===== config.mk =====
export PLATFORM = sky130hd
export DESIGN_NAME = fcl_flash_control
export DESIGN_NICKNAME = d
export VERILOG_FILES = /design/src/include/fcl_pkg.sv /design/src/include/fcl_read_if.sv /design/src/rtl/fcl_flash_control.sv /design/src/rtl/fcl_read_path.sv
export SDC_FILE = /design/constraint.sdc
export NUM_CORES = 1
export LEC_CHECK = 0
export BUFFER_PORTS_ARGS = -buffer_cell sky130_fd_sc_hd__clkbuf_2
export CORE_MARGIN = 8
export CORE_UTILIZATION = 40
export CTS_CLUSTER_DIAMETER = 80
export DETAILED_ROUTE_END_ITERATION = 10
export PLACE_DENSITY = 0.7
export SLEW_MARGIN = 25
export SYNTH_ARGS = -nofsm -noshare
export SYNTH_HDL_FRONTEND = slang
export SYNTH_HIERARCHICAL = 1
export SYNTH_SLANG_ARGS = --single-unit

===== constraint.sdc =====
create_clock -name clk -period 1.85 [get_ports clk]
set_input_delay 0.37 -clock clk [delete_from_list [all_inputs] [get_ports clk]]
set_output_delay 0.37 -clock clk [all_outputs]
set_load 0.03 [all_outputs]

===== src/include/fcl_pkg.sv =====
// Constants and types for the flash control lower bits block
package fcl_pkg;

  // ----------------------------------------
  // Register map
  // ----------------------------------------
  localparam logic [11:0] FCL_CTRL_OFFSET   = 12'h000;
  localparam logic [11:0] FCL_STATUS_OFFSET = 12'h040;
  localparam logic [31:0] FCL_CTRL_RESET    = 32'h0000_0005;
  localparam logic [31:0] FCL_CTRL_WMASK    = 32'h0000_0EF7;

  // ----------------------------------------
  // Control field positions
  // ----------------------------------------
  localparam int FCL_SECTOR_LATCH_READ_SEL = 11;
  localparam int FCL_LATCH_PRESET          = 10;
  localparam int FCL_FLASH_POWERDOWN       = 9;
  localparam int FCL_RSVD_HI               = 8;
  localparam int FCL_PROG_ERASE_UNPROTECT  = 7;
  localparam int FCL_INDEX_SECTOR_SEL      = 6;
  localparam int FCL_DATA_LATCH_READ_SEL   = 5;
  localparam int FCL_ASYNC_READ_SEL        = 4;
  localparam int FCL_RSVD_LO               = 3;
  localparam int FCL_PROG_ERASE_ENABLE_N   = 2;
  localparam int FCL_PROGRAM_NOT_ERASE     = 1;
  localparam int FCL_FLASH_ACTIVE_SEL      = 0;

  // ----------------------------------------
  // Status field positions
  // ----------------------------------------
  localparam int FCL_ST_OP_BUSY    = 0;
  localparam int FCL_ST_SRC_LO     = 1;
  localparam int FCL_ST_PE_ALLOWED = 3;
  localparam int FCL_ST_ACTIVE     = 4;
  localparam int FCL_ST_READ_BUSY  = 5;
  localparam int FCL_ST_REFUSED_LO = 8;
  localparam int FCL_REFUSED_W     = 8;

  // ----------------------------------------
  // Types
  // ----------------------------------------
  typedef enum logic [1:0] {
    FCL_SRC_ARRAY        = 2'h0,
    FCL_SRC_SECTOR_LATCH = 2'h1,
    FCL_SRC_INDEX_SECTOR = 2'h2,
    FCL_SRC_DATA_LATCH   = 2'h3
  } fcl_read_src_t;

  typedef enum logic [1:0] {
    FCL_OP_IDLE = 2'h0,
    FCL_OP_RUN  = 2'h1,
    FCL_OP_DONE = 2'h3
  } fcl_op_state_t;

endpackage


===== src/include/fcl_read_if.sv =====
// Read path signals between the control register and the beat timer
`timescale 1ns/10ps
`default_nettype none
interface fcl_read_if #(parameter int WST_W = 8);
  fcl_pkg::fcl_read_src_t read_src;
  logic                   async_read;
  logic                   enable;
  logic [WST_W-1:0]       wst;
  logic                   beat_req;
  logic                   beat_first;
  logic                   beat_ready;
  logic                   buf_bypass;
  logic                   busy;

  modport ctrl (output read_src, async_read, enable, wst, beat_req, beat_first,
                input beat_ready, buf_bypass, busy);
  modport path (input read_src, async_read, enable, wst, beat_req, beat_first,
                output beat_ready, buf_bypass, busy);
endinterface
`default_nettype wire


===== src/rtl/fcl_flash_control.sv =====
// Flash control register, lower bits, with read source and operation gating
//
// Decided for this implementation: the address map and the strobed register port.
`timescale 1ns/10ps
`default_nettype none

// Behaviour
// - Bit 11 set reads sector latches; clear (reset) reads the array.
// - Bit 10 set forces all program data latch bits to one; resets clear.
// - Bit 9 set puts the flash into power-down; resets clear.
// - Bits 8 and 3 read zero; software leaves them unchanged.
// - Bit 7 set permits program and erase; reset clear keeps them off.
// - Bit 6 set reads the index sector; clear (reset) reads the array.
// - Bit 5 set reads the program data latches for verification.
// - Bit 2 is active-low program/erase enable; resets to one (disabled).
// - Bit 1 set selects program and data load; clear (reset) selects erase.
// - Bit 0 set keeps flash active (reset); clear puts it in standby.
// - Data-latch and index-sector reads bypass buffering, wait states every beat.
module fcl_flash_control #(
  parameter int WST_W = 8
) (
  // Clock and reset
  input  wire logic              clk,
  input  wire logic              rst,
  // Register port
  input  wire logic [11:0]       addr,
  input  wire logic [31:0]       wdata,
  input  wire logic              wr,
  input  wire logic              rd,
  output var  logic [31:0]       rdata,
  // Read beats from the bus bridge
  input  wire logic [WST_W-1:0]  wst_count,
  input  wire logic              beat_req,
  input  wire logic              beat_first,
  output var  logic              beat_ready,
  output var  logic              buf_bypass,
  // Operation handshake with the sequencer
  input  wire logic              op_start,
  input  wire logic              op_done,
  output var  logic              op_go,
  // Flash array controls
  output var  logic              flash_active,
  output var  logic              flash_powerdown,
  output var  logic              latch_preset,
  output var  logic              async_read,
  output var  logic [1:0]        read_src,
  output var  logic              program_sel,
  output var  logic              erase_sel,
  output var  logic              pe_allowed
);

  // ----------------------------------------
  // Elaboration check
  // ----------------------------------------
  generate
    if (WST_W < 1 || WST_W > 16) begin : g_bad_width
      $error("WST_W must lie between 1 and 16");
    end
    if (fcl_pkg::FCL_ST_REFUSED_LO + fcl_pkg::FCL_REFUSED_W > 32) begin : g_bad_status
      $error("Refused count must fit in the status word");
    end
  endgenerate

  // ----------------------------------------
  // Declarations
  // ----------------------------------------
  logic [31:0]               ctrl_reg;
  logic [31:0]               ctrl_next;
  logic [31:0]               rdata_reg;
  logic [31:0]               rdata_next;
  fcl_pkg::fcl_op_state_t    op_state_reg;
  fcl_pkg::fcl_op_state_t    op_state_next;
  logic                      op_go_reg;
  logic                      op_go_next;
  logic [fcl_pkg::FCL_REFUSED_W-1:0] refused_reg;
  logic [fcl_pkg::FCL_REFUSED_W-1:0] refused_next;
  fcl_pkg::fcl_read_src_t    src_reg;
  logic                      active_reg;
  logic                      pdown_reg;
  logic                      preset_reg;
  logic                      async_reg;
  logic                      prog_reg;
  logic                      erase_reg;
  logic                      allowed_reg;

  wire logic                 hit_ctrl;
  wire logic                 hit_status;
  wire logic                 wr_ctrl;
  wire logic                 wr_status;
  wire logic                 allowed;
  wire logic                 powered;
  wire logic                 refuse;
  wire logic                 accept;
  wire logic [31:0]          ctrl_view;
  logic [31:0]               status_view;
  wire logic                 st_op_busy;
  wire logic                 st_serving;
  wire logic                 refused_full;
  wire logic                 op_idle;
  wire logic                 program_pick;
  fcl_pkg::fcl_read_src_t    src_sel;

  fcl_read_if #(.WST_W(WST_W)) rif ();

  // ----------------------------------------
  // Address decode
  // ----------------------------------------
  // Two words decode; any other address ignores writes and reads zero
  assign hit_ctrl   = (addr == fcl_pkg::FCL_CTRL_OFFSET);
  assign hit_status = (addr == fcl_pkg::FCL_STATUS_OFFSET);
  assign wr_ctrl    = wr && hit_ctrl;
  assign wr_status  = wr && hit_status;

  // ----------------------------------------
  // Control register
  // ----------------------------------------
  // Only documented bits store; reserved and upper bits stay zero
  assign ctrl_next = wr_ctrl ? (wdata & fcl_pkg::FCL_CTRL_WMASK) : ctrl_reg;

  always_ff @(posedge clk) begin
    if (rst) begin
      ctrl_reg <= fcl_pkg::FCL_CTRL_RESET;
    end else begin
      ctrl_reg <= ctrl_next;
    end
  end

  // ----------------------------------------
  // Decoded control
  // ----------------------------------------
  // Both gates must agree before anything is burned
  assign allowed = ctrl_reg[fcl_pkg::FCL_PROG_ERASE_UNPROTECT] &&
                   !ctrl_reg[fcl_pkg::FCL_PROG_ERASE_ENABLE_N];
  // Standby or power-down leaves the array unable to serve
  assign powered = ctrl_reg[fcl_pkg::FCL_FLASH_ACTIVE_SEL] &&
                   !ctrl_reg[fcl_pkg::FCL_FLASH_POWERDOWN];
  // One select bit drives both, so program and erase never overlap
  assign program_pick = ctrl_reg[fcl_pkg::FCL_PROGRAM_NOT_ERASE];

  // Several selects at once: latch verify outranks index, index outranks sector
  always_comb begin
    if (ctrl_reg[fcl_pkg::FCL_DATA_LATCH_READ_SEL]) begin
      src_sel = fcl_pkg::FCL_SRC_DATA_LATCH;
    end else if (ctrl_reg[fcl_pkg::FCL_INDEX_SECTOR_SEL]) begin
      src_sel = fcl_pkg::FCL_SRC_INDEX_SECTOR;
    end else if (ctrl_reg[fcl_pkg::FCL_SECTOR_LATCH_READ_SEL]) begin
      src_sel = fcl_pkg::FCL_SRC_SECTOR_LATCH;
    end else begin
      src_sel = fcl_pkg::FCL_SRC_ARRAY;
    end
  end

  always_ff @(posedge clk) begin
    if (rst) begin
      src_reg     <= fcl_pkg::FCL_SRC_ARRAY;
      active_reg  <= 1'b1;
      pdown_reg   <= 1'b0;
      preset_reg  <= 1'b0;
      async_reg   <= 1'b0;
      prog_reg    <= 1'b0;
      erase_reg   <= 1'b0;
      allowed_reg <= 1'b0;
    end else begin
      src_reg     <= src_sel;
      active_reg  <= ctrl_reg[fcl_pkg::FCL_FLASH_ACTIVE_SEL];
      pdown_reg   <= ctrl_reg[fcl_pkg::FCL_FLASH_POWERDOWN];
      preset_reg  <= ctrl_reg[fcl_pkg::FCL_LATCH_PRESET];
      async_reg   <= ctrl_reg[fcl_pkg::FCL_ASYNC_READ_SEL];
      prog_reg    <= allowed && program_pick;
      erase_reg   <= allowed && !program_pick;
      allowed_reg <= allowed;
    end
  end

  // ----------------------------------------
  // Program and erase operation gating
  // ----------------------------------------
  // A start while protected, disabled or asleep is dropped and counted
  assign op_idle = (op_state_reg == fcl_pkg::FCL_OP_IDLE);
  assign accept  = op_start && allowed && powered && op_idle;
  assign refuse = op_start && !accept;

  always_comb begin
    op_state_next = op_state_reg;
    op_go_next    = 1'b0;
    case (op_state_reg)
      fcl_pkg::FCL_OP_IDLE: begin
        if (accept) begin
          op_state_next = fcl_pkg::FCL_OP_RUN;
          op_go_next    = 1'b1;
        end
      end
      fcl_pkg::FCL_OP_RUN: begin
        if (op_done) begin
          op_state_next = fcl_pkg::FCL_OP_DONE;
        end
      end
      // One settling cycle so a new start never meets the done pulse
      fcl_pkg::FCL_OP_DONE: begin
        op_state_next = fcl_pkg::FCL_OP_IDLE;
      end
      default: begin
        op_state_next = fcl_pkg::FCL_OP_IDLE;
      end
    endcase
  end

  // Refusal wins over a clear in the same cycle and counts as one; the count
  // saturates so a flood of refused starts never wraps back to zero
  assign refused_full = (refused_reg == '1) && !wr_status;

  always_comb begin
    refused_next = refused_reg;
    if (wr_status) begin
      refused_next = '0;
    end
    if (refuse && !refused_full) begin
      refused_next = wr_status ? {{(fcl_pkg::FCL_REFUSED_W-1){1'b0}}, 1'b1}
                               : refused_reg + 1'b1;
    end
  end

  always_ff @(posedge clk) begin
    if (rst) begin
      op_state_reg <= fcl_pkg::FCL_OP_IDLE;
      op_go_reg    <= 1'b0;
      refused_reg  <= '0;
    end else begin
      op_state_reg <= op_state_next;
      op_go_reg    <= op_go_next;
      refused_reg  <= refused_next;
    end
  end

  // ----------------------------------------
  // Read path
  // ----------------------------------------
  // Timer sees the registered source, so a select change reaches it a cycle later
  assign rif.read_src   = src_reg;
  assign rif.async_read = async_reg;
  assign rif.enable     = powered;
  assign rif.wst        = wst_count;
  assign rif.beat_req   = beat_req;
  assign rif.beat_first = beat_first;

  fcl_read_path #(
    .WST_W (WST_W)
  ) u_read_path (
    .clk (clk),
    .rst (rst),
    .rd  (rif.path)
  );

  // ----------------------------------------
  // Register read back
  // ----------------------------------------
  assign ctrl_view = ctrl_reg & fcl_pkg::FCL_CTRL_WMASK;

  // Status fields sit at the package positions; unused bits read zero
  assign st_op_busy = !op_idle;
  assign st_serving = active_reg && !pdown_reg;

  always_comb begin
    status_view                                  = 32'h0000_0000;
    status_view[fcl_pkg::FCL_ST_OP_BUSY]         = st_op_busy;
    status_view[fcl_pkg::FCL_ST_SRC_LO +: 2]     = src_reg;
    status_view[fcl_pkg::FCL_ST_PE_ALLOWED]      = allowed_reg;
    status_view[fcl_pkg::FCL_ST_ACTIVE]          = st_serving;
    status_view[fcl_pkg::FCL_ST_READ_BUSY]       = rif.busy;
    status_view[fcl_pkg::FCL_ST_REFUSED_LO +: fcl_pkg::FCL_REFUSED_W] = refused_reg;
  end

  // Unmapped addresses answer zero
  assign rdata_next = !rd        ? 32'h0000_0000 :
                      hit_ctrl   ? ctrl_view :
                      hit_status ? status_view : 32'h0000_0000;

  always_ff @(posedge clk) begin
    if (rst) begin
      rdata_reg <= 32'h0000_0000;
    end else begin
      rdata_reg <= rdata_next;
    end
  end

  // ----------------------------------------
  // Outputs
  // ----------------------------------------
  assign rdata           = rdata_reg;
  assign op_go           = op_go_reg;
  assign flash_active    = active_reg;
  assign flash_powerdown = pdown_reg;
  assign latch_preset    = preset_reg;
  assign async_read      = async_reg;
  assign read_src        = src_reg;
  assign program_sel     = prog_reg;
  assign erase_sel       = erase_reg;
  assign pe_allowed      = allowed_reg;
  // Beat answers come from the timer's own flip-flops
  assign beat_ready      = rif.beat_ready;
  assign buf_bypass      = rif.buf_bypass;

endmodule
`default_nettype wire


===== src/rtl/fcl_read_path.sv =====
// Flash read beat timer with wait-state insertion
`timescale 1ns/10ps
`default_nettype none
module fcl_read_path #(
  parameter int WST_W = 8
) (
  // Clock and reset
  input  wire logic clk,
  input  wire logic rst,
  // Control side
  fcl_read_if.path  rd
);

  logic [WST_W-1:0] count_reg;
  logic [WST_W-1:0] count_next;
  logic             busy_reg;
  logic             busy_next;
  logic             ready_reg;
  logic             ready_next;
  logic             bypass_reg;
  wire logic        special_src;
  wire logic        need_wait;
  wire logic        start;

  // ----------------------------------------
  // Beat timing
  // ----------------------------------------
  // Data latches and index sector never use the line buffer
  assign special_src = (rd.read_src == fcl_pkg::FCL_SRC_DATA_LATCH) ||
                       (rd.read_src == fcl_pkg::FCL_SRC_INDEX_SECTOR);
  // Buffered array bursts pay wait states only on the first beat
  assign need_wait   = special_src || rd.beat_first;
  assign start       = rd.beat_req && rd.enable && !busy_reg;

  always_comb begin
    count_next = count_reg;
    busy_next  = busy_reg;
    ready_next = 1'b0;
    if (start) begin
      if (need_wait && (rd.wst != '0)) begin
        count_next = rd.wst;
        busy_next  = 1'b1;
      end else begin
        ready_next = 1'b1;
      end
    end else if (busy_reg) begin
      count_next = count_reg - 1'b1;
      if (count_reg == {{(WST_W-1){1'b0}}, 1'b1}) begin
        busy_next  = 1'b0;
        ready_next = 1'b1;
      end
    end
  end

  always_ff @(posedge clk) begin
    if (rst) begin
      count_reg  <= '0;
      busy_reg   <= 1'b0;
      ready_reg  <= 1'b0;
      bypass_reg <= 1'b0;
    end else begin
      count_reg  <= count_next;
      busy_reg   <= busy_next;
      ready_reg  <= ready_next;
      bypass_reg <= special_src;
    end
  end

  assign rd.beat_ready = ready_reg;
  assign rd.buf_bypass = bypass_reg;
  assign rd.busy       = busy_reg;

endmodule
`default_nettype wire


---- Word-level counts from Yosys, hierarchy flattened ----
Index checks and enable logic that the tools add are counted.
Widths: inputs -> output; s select.
cells by class
  eq/ne operators ......................... 9
  $add $sub $neg .......................... 2
  bitwise operators ....................... 3
  muxes and demuxes ....................... 23
  reductions and logical operators ........ 38
operator list
  kind                 count
  $mux 8               6
  $mux 12              2
  $logic_and 1x1->1    16
  $eq 12x7->1 const B  1
  $logic_not 12->1     1
  $mux 1               10
  $logic_not 1->1      9
  $add 8x1->8 const B  1
  $eq 8x1->1 const B   1
  $eq 8x8->1 const B   1
  $mux 2               4
  $reduce_bool 8->1    1
  $sub 8x1->8 const B  1
  $ne 2x2->1 const B   3
  $eq 2x2->1 const B   2
  $pmux 2 s2           1
  $reduce_and 2->1     2
  $reduce_bool 2->1    2
  $reduce_or 2->1      2
  $reduce_or 4->1      1
  $not 1->1            3
  $reduce_or 3->1      1
  $eq 2x1->1 const B   1
  $logic_not 2->1      1
  $logic_or 1x1->1     2
storage, ports and cells
  word-level logic and storage cells ...... 94
  output and inout bits ................... 44
  register bits after elaboration ......... 73
  bits of input ports ..................... 60

---- Logic depth before layout (Yosys ltp) ----
Gate-level depths: netlist of run 1.
  depth after elaboration ................. 9
  mapped depth ............................ 6
  depth with buffers taken out ............ 6

---- Modules after synthesis ----
The synthesis of run 1 kept the hierarchy.
modules (own cells, without submodules)
  module             instances  cells an instance  area an instance (sq um)  sequential area each (sq um)
  fcl_flash_control  1          183                1898.1                    920.9
  fcl_read_path      1          86                 721.9                     220.2

---- Least setup slack after synthesis of run 1 ----
No wires, ideal clock.
  kind .................................... input-to-reg
  start point ............................. in addr[11]
  end point ............................... reg rdata_reg[3], in the netlist rdata[3]
  stages .................................. 5
  path slack .............................. 0.260 ns
  setup time .............................. 0.060 ns
  data required time ...................... 1.790 ns
  path buffers ............................ 1
  arrival ................................. 1.531 ns
  cell sequence ........................... nor3_1 -> nand3_1 -> and4bb_2 -> buf_4 -> and2_1
on the way
  word-level cells in the longest chain between the ends .. 3
  elaborated cells on any way between the ends .. 4
  those cells by class .................... eq/ne: 1; bitwise: 1; reduce/logical: 2
ends and longest elaborated chain
  what                                  RTL line                  text
  start: declaration                    fcl_flash_control.sv:26   input wire logic [11:0] addr,
  $eq 12x7->1                           fcl_flash_control.sv:110  assign hit_status = (addr == fcl_pkg::FCL_STATUS_OFFSET);
  $not 1->1 (no source line)            --
  $reduce_or 4->1 (no source line) (*)  --
  end signal: assignment                fcl_flash_control.sv:282  rdata_reg <= rdata_next;
  end: declaration                      fcl_flash_control.sv:69   logic [31:0] rdata_reg;
Every way passes the cells marked *; elsewhere a longest branch is shown, timed or not.
A chain may end at the register's enable or synchronous reset.

---- Worst setup path after layout of run 1 ----
  start point ............................. reg refused_reg[0] (netlist bit)
  end point ............................... reg refused_reg[0] (netlist bit)
on the way
  word-level cells in the longest chain between the ends .. 5
  elaborated cells on any way between the ends .. 8
  those cells by class .................... add/sub: 1; eq/ne: 1; mux: 2; reduce/logical: 4
ends and longest elaborated chain
  what                                                                 RTL line                  text
  start: declaration                                                   fcl_flash_control.sv:75   logic [fcl_pkg::FCL_REFUSED_W-1:0] refused_reg;
  start signal: assignment                                             fcl_flash_control.sv:231  refused_reg <= refused_next;
  parallel branches: the longest is 5 deep, another holds $add 8x1->8  --
Parallel ways; which one is timed is not known.

==> reports/qor.yml, run 1 <==
sta:
  clock_skew_ns: 0.00754
  hold_slack_ns: 0.253
  finalCriticalPeriod_ns: 1.67
  hold_viol_final: 0
  rsz0062_at_grt: "false"
  finalSetupViolCount: 0
  fmax_mhz: 598
  period_share_pct: 90.4
  maxSlewViolCount: 0
global_routing:
  antenna_found_initial: 0
  overflow: 0
  grt_pass1_vias: 2163
  grt_pass1_wl_mm: 10.1
  grt_use_total_pct: 12.9
  grt_max_degree: 15
final_layout:
  most-common-layout-cells: "clkbuf_2, dfxtp_1, nor2_1, conb_1, mux2i_1"
  num_antenna_cells: 0
  fin_area_um2: 3260
  largest_reg_flops: 16
  drive_gt1_share_pct: 31.2
  fin_nets: 407
  area_delta_synth_final_pct: 24.6
  final_common_cell: "clkbuf_2"
  n_fill_cell: 565
logic_synthesis:
  ys_seq_area_share_pct: 43.6
  synth_top_area_share_pct: 43.6
  avgSynthCellArea_um2: 9.74
  syn_inst: 269
  ys.flop_type: "dfxtp_1"
  netlist_area_um2: 2620
  yosys_warnings: 6
  synth_edf_count: 0
  synthTopCellsByArea: "dfxtp_1, mux2i_1, buf_4, nor2_1, a21oi_1"
  synthDistinctLibCells: 54
  ys_ff_latch: 57
  synth_top_cell_by_area: "dfxtp_1"
  synthArstFlopShare_pct: 0
detailed_routing:
  route.vias.total: 2153
  drcViolationCount: 0
  wl_per_cell_um: 14.2
  drt-total-wl_mm: 6.06
  detail_route.vias_per_cell: 5.05
  antenna_left: 0
  dr.pass1.iters: 4
  drtIter0Drc: 90
clocking:
  cts-root-buf: "clkbuf_8"
  clockBufferDepth: 2
  cts_buffers: 9
  cts_num_sinks: 57
  holdBufCountCts: 0
  htreeDepth: 3
  clk_pin_slew_worst_paths_ns: 0.06
  cts_tree: "done"
  clk-insertion-delay-late_ns: 0.33
floorplan:
  core_area_um2: 6350
  io_pins: 104
  dieArea_um2: 9400
  row_count: 29
  die_x_um: 96.9
  dieHeight_um: 96.9
  start_util_pct: 41.3
worst_setup_path:
  end_kind: "flop"
  slowest_stage: "dfxtp_1"
  cp-start-kind: "flop"
  critical_path.cell_chain: "ha_1 > and4_1 > a21oi_1 > mux2_1"
  worstPathBufferInverterCount: 0
  crit_family: "flip-flops"
  worst_ep_arrival_time_ns: 1.89
  worstPathRequired_ns: 2.06
  critPathKind: "reg2reg"
  critical_path.max_stage_delay_ns: 0.45
  critPathMaxFanout: 9
job:
  cap_violations: 0
placement:
  gp_congestion: 0.859
  dp_hpwl_mm: 4.62
  dpl_cell_area_um2: 3010
  port_buffers: 65
power:
  p_leak_nw: 1.46
  power.density_nw_per_um2: 948
  ir_drop_uv: 608
min_path:
  hold_class: "in2reg"
status:
  status: "finished clean"
==> area by class of cell <==
| cell class | count | area (um2) | area share [%] |
|---|---|---|---|
| tap | 77 | 96.3 | 2.95 |
| timing repair buffer | 77 | 415 | 12.7 |
| clock inverter | 4 | 98.8 | 3.03 |
| multi-input combinational | 189 | 1320 | 40.4 |
| clock buffer | 12 | 155 | 4.75 |
| sequential | 57 | 1140 | 35.0 |
| inverter | 10 | 37.5 | 1.15 |
==> per-stage QoR <==
| stage | instances | worst slack [ns] | power, mW | TNS, ns | util [%] |
|---|---|---|---|---|---|
| after floorplan | 284 | 0.260 | 1.58 | 0 | - |
| after global placement | 410 | 0.0520 | 1.65 | 0 | 47.3 |
| after detailed placement | 410 | -0.00747 | 1.66 | -0.00747 | 47.3 |
| after CTS | 426 | 0.155 | 3.12 | 0 | 51.3 |
| after global routing | 426 | 0.0472 | 3.23 | 0 | 51.4 |
| final | 426 | 0.178 | 3.09 | 0 | 51.4 |
==> cells in the mapped netlist, types with 3 or more instances <==
cell       n
dfxtp_1   57
nor2_1    19
buf_4     17
mux2i_1   15
a21oi_1   14
and2_1    11
nand2_1   11
nand3_1   11
inv_1     10
nand2b_1   9
nor3_1     8
a22o_1     7
clkbuf_1   6
nor2b_1    6
a211oi_1   5
buf_2      4
nand4_1    4
a211o_1    3
ha_1       3
o21ai_0    3
==> worst reg2reg max path, cell delays in order, from the launching register on <==
cell,delay (ns)
dfxtp_1,0.45
ha_1,0.25
and4_1,0.39
a21oi_1,0.15
mux2_1,0.32
==> final timing paths <==
kind	startpoint	to	slack, ns	cells past startpoint
max	refused_reg[0]$_SDFFE_PP0P_	refused_reg[0]$_SDFFE_PP0P_	0.18	4
min	op_done	op_state_reg[1]$_SDFFE_PP0P_	0.25	3
max reg2reg	refused_reg[0]$_SDFFE_PP0P_	refused_reg[0]$_SDFFE_PP0P_	0.18	4
min reg2reg	pe_allowed$_SDFF_PP0_	rdata[3]$_SDFF_PP0_	0.46	1
==> layer usage <==
metal,global-route usage [%],wire length [um],up-vias
met5,0,0,-
met4,6.15,61,0
met3,4.91,398,4
met2,20.8,2910,71
met1,14.8,2690,997
li1,-,-,1081
==> cell families (layout without fill, tap and decap cells) <==
| group | after synthesis | after routing | synth area share, % |
|---|---|---|---|
| AOI/OAI and AO/OA | 54 | 54 | 16.0 |
| xor gates and xnor gates | 2 | 2 | 0.669 |
| adders and majority gates | 3 | 3 | 1.43 |
| buffers and inverters | 38 | 103 | 8.36 |
| DFF | 57 | 57 | 43.6 |
| muxes | 16 | 16 | 6.16 |
| other | 1 | 16 | 0.143 |
| and+or+nand+nor | 98 | 98 | 23.7 |
==> repair_timing <==
action,4_1_cts,5_1_grt
buffers inserted,0,0
resized for setup,0,1
endpoints found under the setup margin,0,2
==> power breakdown <==
part	internal (mW)	switching, mW
Sequential	1.26	0.0443
Clock	0.971	0.479
Combinational	0.138	0.204
Total	2.37	0.727
No activity file was read; power rests on OpenSTA's default activity.
==> run 2, diff against run 1 <==
BUFFER_PORTS_ARGS = default   (was -buffer_cell sky130_fd_sc_hd__clkbuf_2)
CORE_MARGIN = 3   (was 8)
DONT_BUFFER_PORTS = 1   (was default)
PLACE_DENSITY = 0.56   (was 0.7)
==> run 2 against run 1 <==
  * Routed wire length down 8.4%
  * First-iteration DRC count decreased by 20%
  * Fmax shrank 2.7%
  * Hold slack got worse by 0.15 ns
  * Highest routed layer unchanged
  * Global-route usage increased by 2.9 points
  * Largest cell class unchanged
  * Clock-buffer cell count down 3
  * Utilization down 3.9 points
  * Register-to-register slack got worse by 0.05 ns
  * Worst setup slack got worse by 0.046 ns
  * Combinational power decreased by 19%
==> reports/qor.yml, run 2 (synthesis gave the netlist of run 1 again) <==
status:
  status: "finished clean"
sta:
  maxSlewViolCount: 0  # unchanged
  period_share_pct: 92.9  # +2.5 points
  finalSetupViolCount: 0  # unchanged
  rsz0062_at_grt: "false"
  clock_skew_ns: 0.00642  # -0.00112 ns
  finalCriticalPeriod_ns: 1.72  # +0.0464 ns
  totalNegativeSetupSlack_ns: 0  # unchanged
  hold_viol_final: 0  # unchanged
  hold_slack_ns: 0.101  # -0.151 ns
  fmax_mhz: 582  # -2.7%
clocking:
  cts_tree: "done"
  clk-insertion-delay-late_ns: 0.33  # about the same
  clk_pin_slew_worst_paths_ns: 0.07  # about the same
  cts_buffers: 9  # unchanged
  htreeDepth: 3  # unchanged
  cts-root-buf: "clkbuf_8"
  ctsResizeCount: 0  # unchanged
  cts_num_sinks: 57  # unchanged
  clockBufferDepth: 2  # unchanged
floorplan:
  dieHeight_um: 86.9  # -10%
  io_pins: 104  # unchanged
  row_count: 28  # -3.4%
  start_util_pct: 42.7  # +1.5 points
  dieArea_um2: 7560  # -20%
  die_x_um: 86.9  # -10%
  core_area_um2: 6130  # -3.4%
min_path:
  hold_class: "in2reg"
power:
  p_leak_nw: 1.17  # -20%
  ir_drop_uv: 498  # -18%
  power.density_nw_per_um2: 968  # +2.2%
detailed_routing:
  drtIter0Drc: 72  # -20%
  detail_route.vias_per_cell: 5.23  # +3.4%
  antenna_left: 0  # unchanged
  dr.pass1.iters: 5  # +1
  wl_per_cell_um: 15.4  # +8.4%
  drt-total-wl_mm: 5.55  # -8.4%
  route.vias.total: 1882  # -13%
  drcViolationCount: 0  # unchanged
global_routing:
  antenna_found_initial: 0  # unchanged
  grt_pass1_wl_mm: 9.12  # -9.8%
  grt_use_total_pct: 15.8  # +2.9 points
  grt_max_degree: 36  # +21
  overflow: 0  # unchanged
  grt_pass1_vias: 1829  # -15%
placement:
  port_buffers: 0  # -100%
  dpl_cell_area_um2: 2680  # -11%
  dp_hpwl_mm: 3.95  # -15%
  gp_congestion: 0.858  # about the same
worst_setup_path:
  end_kind: "flop"
  critPathMaxFanout: 9  # unchanged
  worst_ep_arrival_time_ns: 1.93  # +0.04 ns
  cp-start-kind: "flop"
  worstPathRequired_ns: 2.06  # about the same
  critPathKind: "reg2reg"
final_layout:
  most-common-layout-cells: "dfxtp_1, nor2_1, conb_1, mux2i_1, a21oi_1"
  largest_reg_flops: 16  # unchanged
  multi_input_area_um2: 1320  # -0.28%
  final_common_cell: "dfxtp_1"
  n_fill_cell: 571  # +1.1%
  fin_area_um2: 2910  # -11%
  register_area_um2: 1140  # unchanged
  num_antenna_cells: 0  # unchanged
  area_delta_synth_final_pct: 11.2
  fin_nets: 344  # -15%
  drive_gt1_share_pct: 15.8  # -15 points
job:
  cap_violations: 0  # unchanged
-- run 2: critical path, cell delays in order, from the launching register on --
cell and delay [ns]:
dfxtp_1 0.36, or4b_4 0.57, o21ai_4 0.28, a21oi_1 0.08, mux2_1 0.31
-- run 2: layer usage --
metal	vias up	GRT usage, %	share of wire [%]
met3	8	6.81	9.3
met5	-	0	0
li1	956	-	-
met1	838	20.6	47
met2	80	23.2	43
met4	0	5.81	1.4
-- run 2: timing repair --
action	CTS	global route
endpoints found under the setup margin	0	1
setup buffers	0	3
hold buffers	0	0
-- run 2: final timing paths --
| path | start | endpoint | slack, ns | cells after the start |
|---|---|---|---|---|
| worst max-delay path | ctrl_reg[9]$_SDFFE_PP0P_ | refused_reg[0]$_SDFFE_PP0P_ | 0.13 | 4 |
| worst min-delay path | rst | u_read_path/count_reg[7]$_SDFFE_PP0P_ | 0.10 | 1 |
| worst max register to register | ctrl_reg[9]$_SDFFE_PP0P_ | refused_reg[0]$_SDFFE_PP0P_ | 0.13 | 4 |
| worst min register to register | ctrl_reg[1]$_SDFFE_PP0P_ | erase_sel$_SDFF_PP0_ | 0.47 | 1 |
-- run 2: power breakdown --
group	total (mW)	switching, mW	internal, mW
clock	1.24	0.497	0.745
combinational	0.278	0.163	0.115
sequential	1.30	0.0449	1.26
-- run 2: cell type report --
class                           instances  area share [%]
Timing Repair Buffer                   14            4.04
Clock inverter                          6            2.88
Sequential cell                        57            39.2
Multi-Input combinational cell        189            45.2
Tap cell                               75            3.22
Clock buffer                            9            4.25
Inverter                               10            1.29
-- run 2: through the flow --
stage          setup slack [ns]  utilization (%)  instances  power (mW)
3_3_place_gp              0.112             43.8        342        1.60
3_5_place_dp             0.0848             43.8        342        1.60
6_report                  0.131             47.5        360        2.82
2_1_floorplan             0.260                -        284        1.58
5_1_grt                  0.0336             47.5        360        2.97
4_1_cts                   0.112             47.2        357        2.86
==> run 3, diff against run 2 <==
--- a/config.mk
+++ b/config.mk
@@ -18 +18,2 @@
 export SYNTH_SLANG_ARGS = --single-unit
+export TNS_END_PERCENT = 10
==> constraint.sdc (replaced) <==
create_clock -name clk -period 1.85 [get_ports clk]
set_input_delay 0.185 -clock clk [delete_from_list [all_inputs] [get_ports clk]]
set_output_delay 0.185 -clock clk [all_outputs]
set_load 0.03 [all_outputs]
==> run 3 against run 2 <==
  * Utilization is 0.84 points higher
  * Clock skew is 0.0023 ns lower
  * Cell count is 2.2% higher
  * Combinational power is 7.6% higher
  * Global-route usage is 0.81 points higher
  * Die area stayed put
  * Highest routed layer unchanged
==> reports/qor.yml, run 3 (synthesis gave the netlist of run 1 again) <==
status:
  status: "finished clean"
power:
  power.density_nw_per_um2: 928  # -4.1%
  power_mw: 2.75  # -2.5%
  p_leak_nw: 1.18  # +0.86%
  ir_drop_uv: 564  # +13%
sta:
  rsz0062_at_grt: "false"
  clock_skew_ns: 0.00417  # -0.00225 ns
  worstMarginPinSlew_ns: 0.548
  fin_ws_ns: 0.127  # -0.00468 ns
  hold_viol_final: 0  # unchanged
  totalNegativeSetupSlack_ns: 0  # unchanged
  fmax_mhz: 580  # -0.27%
  slew_headroom_pct: 63.5
  finalCriticalPeriod_ns: 1.72  # +0.00468 ns
  period_share_pct: 93.2  # +0.25 points
  maxSlewViolCount: 0  # unchanged
  hold_slack_ns: 0.0449  # -0.0564 ns
  finalSetupViolCount: 0  # unchanged
detailed_routing:
  dr.pass1.iters: 6  # +1
  drtIter0Drc: 82  # +14%
  route.vias.total: 1949  # +3.6%
  drt-total-wl_mm: 5.84  # +5.2%
  drcViolationCount: 0  # unchanged
  wl_per_cell_um: 15.9  # +2.9%
  detail_route.vias_per_cell: 5.30  # +1.3%
  antenna_left: 0  # unchanged
final_layout:
  drive_gt1_share_pct: 14.3  # -1.5 points
  most-common-layout-cells: "dfxtp_1, nor2_1, conb_1, mux2i_1, a21oi_1"
  multi_input_area_um2: 1320  # unchanged
  fin_nets: 351  # +2.0%
  num_antenna_cells: 0  # unchanged
  area_delta_synth_final_pct: 13.2
  instances_no_fill: 368  # +2.2%
  n_fill_cell: 576  # +0.88%
  register_area_um2: 1140  # unchanged
  largest_reg_flops: 16  # unchanged
  final_common_cell: "dfxtp_1"
global_routing:
  antenna_found_initial: 0  # unchanged
  grt_use_total_pct: 16.6  # +0.81 points
  overflow: 0  # unchanged
  grt_pass1_wl_mm: 9.52  # +4.4%
  grt_pass1_vias: 1897  # +3.7%
  grt_max_degree: 30  # -17%
min_path:
  holdPathStages: 2  # +1
  hp-start: "wst_count[2]"
  hold_class: "in2reg"
  hold_end: "u_read_path/count_reg[2]$_SDFFE_PP0P_"
worst_setup_path:
  reg2reg_depth: 4  # unchanged
  rrSetupSlack_ns: 0.13  # about the same
  end_kind: "flop"
  worst_ep_arrival_time_ns: 1.94  # about the same
  reg2reg_from: "ctrl_reg[9]$_SDFFE_PP0P_"
  worstPathRequired_ns: 2.07  # about the same
  critPathMaxFanout: 9  # unchanged
  critPathKind: "reg2reg"
  reg2reg_to: "refused_reg[0]$_SDFFE_PP0P_"
  cp-start-kind: "flop"
floorplan:
  core_area_um2: 6130  # unchanged
  dieArea_um2: 7560  # unchanged
  die_x_um: 86.9  # unchanged
  row_count: 28  # unchanged
  dieHeight_um: 86.9  # unchanged
  start_util_pct: 42.7  # unchanged
  io_pins: 104  # unchanged
clocking:
  clockBufferDepth: 2  # unchanged
  cts_tree: "done"
  clk-insertion-delay-late_ns: 0.33  # about the same
  post_cts_buffers: 0  # unchanged
  clk_pin_slew_worst_paths_ns: 0.07  # about the same
  cts_num_sinks: 57  # unchanged
  htreeDepth: 3  # unchanged
  cts_buffers: 9  # unchanged
  cts-root-buf: "clkbuf_8"
  ctsResizeCount: 0  # unchanged
placement:
  dp_cells: 341  # -0.29%
  gp_congestion: 0.888  # +3.5%
  port_buffers: 0  # unchanged
  dp_hpwl_mm: 3.96  # +0.37%
  place_ws_ns: 0.128  # +0.0432 ns
job:
  cap_violations: 0  # unchanged
run 3: power by group:
part | leakage [nW] | total [mW] | internal [mW] | switching (mW)
sequential | 0.461 | 1.30 | 1.26 | 0.0447
clock | 0.0953 | 1.15 | 0.654 | 0.497
combinational | 0.628 | 0.299 | 0.123 | 0.176
run 3: layout make-up:
type | count | share of cell area (%)
multi-input cells | 189 | 44.4
flip-flops and latches | 57 | 38.5
repair buffers | 21 | 6.08
clock buffers | 11 | 4.77
well taps | 75 | 3.16
clock inverters | 5 | 1.86
inverters | 10 | 1.27
run 3: worst max-delay path, cell delays in order (launching register included):
cell,delay (ns)
dfxtp_1,0.35
or4b_4,0.58
o21ai_4,0.28
a21oi_1,0.08
mux2_1,0.31
run 3: how the worst max path moves through the flow:
stage / endpoint / depth (start not counted) / startpoint / slack [ns]
floorplan: refused_reg[0]$_SDFFE_PP0P_ / 4 / ctrl_reg[9]$_SDFFE_PP0P_ / 0.28
global placement: refused_reg[0]$_SDFFE_PP0P_ / 4 / ctrl_reg[9]$_SDFFE_PP0P_ / 0.16
detailed placement: refused_reg[0]$_SDFFE_PP0P_ / 4 / ctrl_reg[9]$_SDFFE_PP0P_ / 0.13
CTS: refused_reg[0]$_SDFFE_PP0P_ / 4 / ctrl_reg[9]$_SDFFE_PP0P_ / 0.11
global route: u_read_path/count_reg[5]$_SDFFE_PP0P_ / 6 / ctrl_reg[0]$_SDFFE_PP1P_ / 0.001
finish: refused_reg[0]$_SDFFE_PP0P_ / 4 / ctrl_reg[9]$_SDFFE_PP0P_ / 0.13
run 3: through the flow:
stage | utilization (%) | cell area (um2)
after global routing | 48.4 | 2970
after detailed placement | 43.4 | 2660
after CTS | 48.4 | 2970
final | 48.4 | 2970
after floorplan | - | 2680
after global placement | 43.4 | 2660
run 3: what timing repair did:
| action | 4_1_cts | 5_1_grt |
|---|---|---|
| hold buffers | 11 | 0 |
| hold endpoints to repair | 29 | 0 |
| endpoints found under the setup margin | 0 | 0 |
run 3: layer usage:
metal	global-route usage [%]	vias to the layer above	wire length, um
met5	0	-	0
met4	7.93	0	102
met3	6.34	10	512
met2	25.2	91	2630
met1	20.7	879	2590
li1	-	969	-
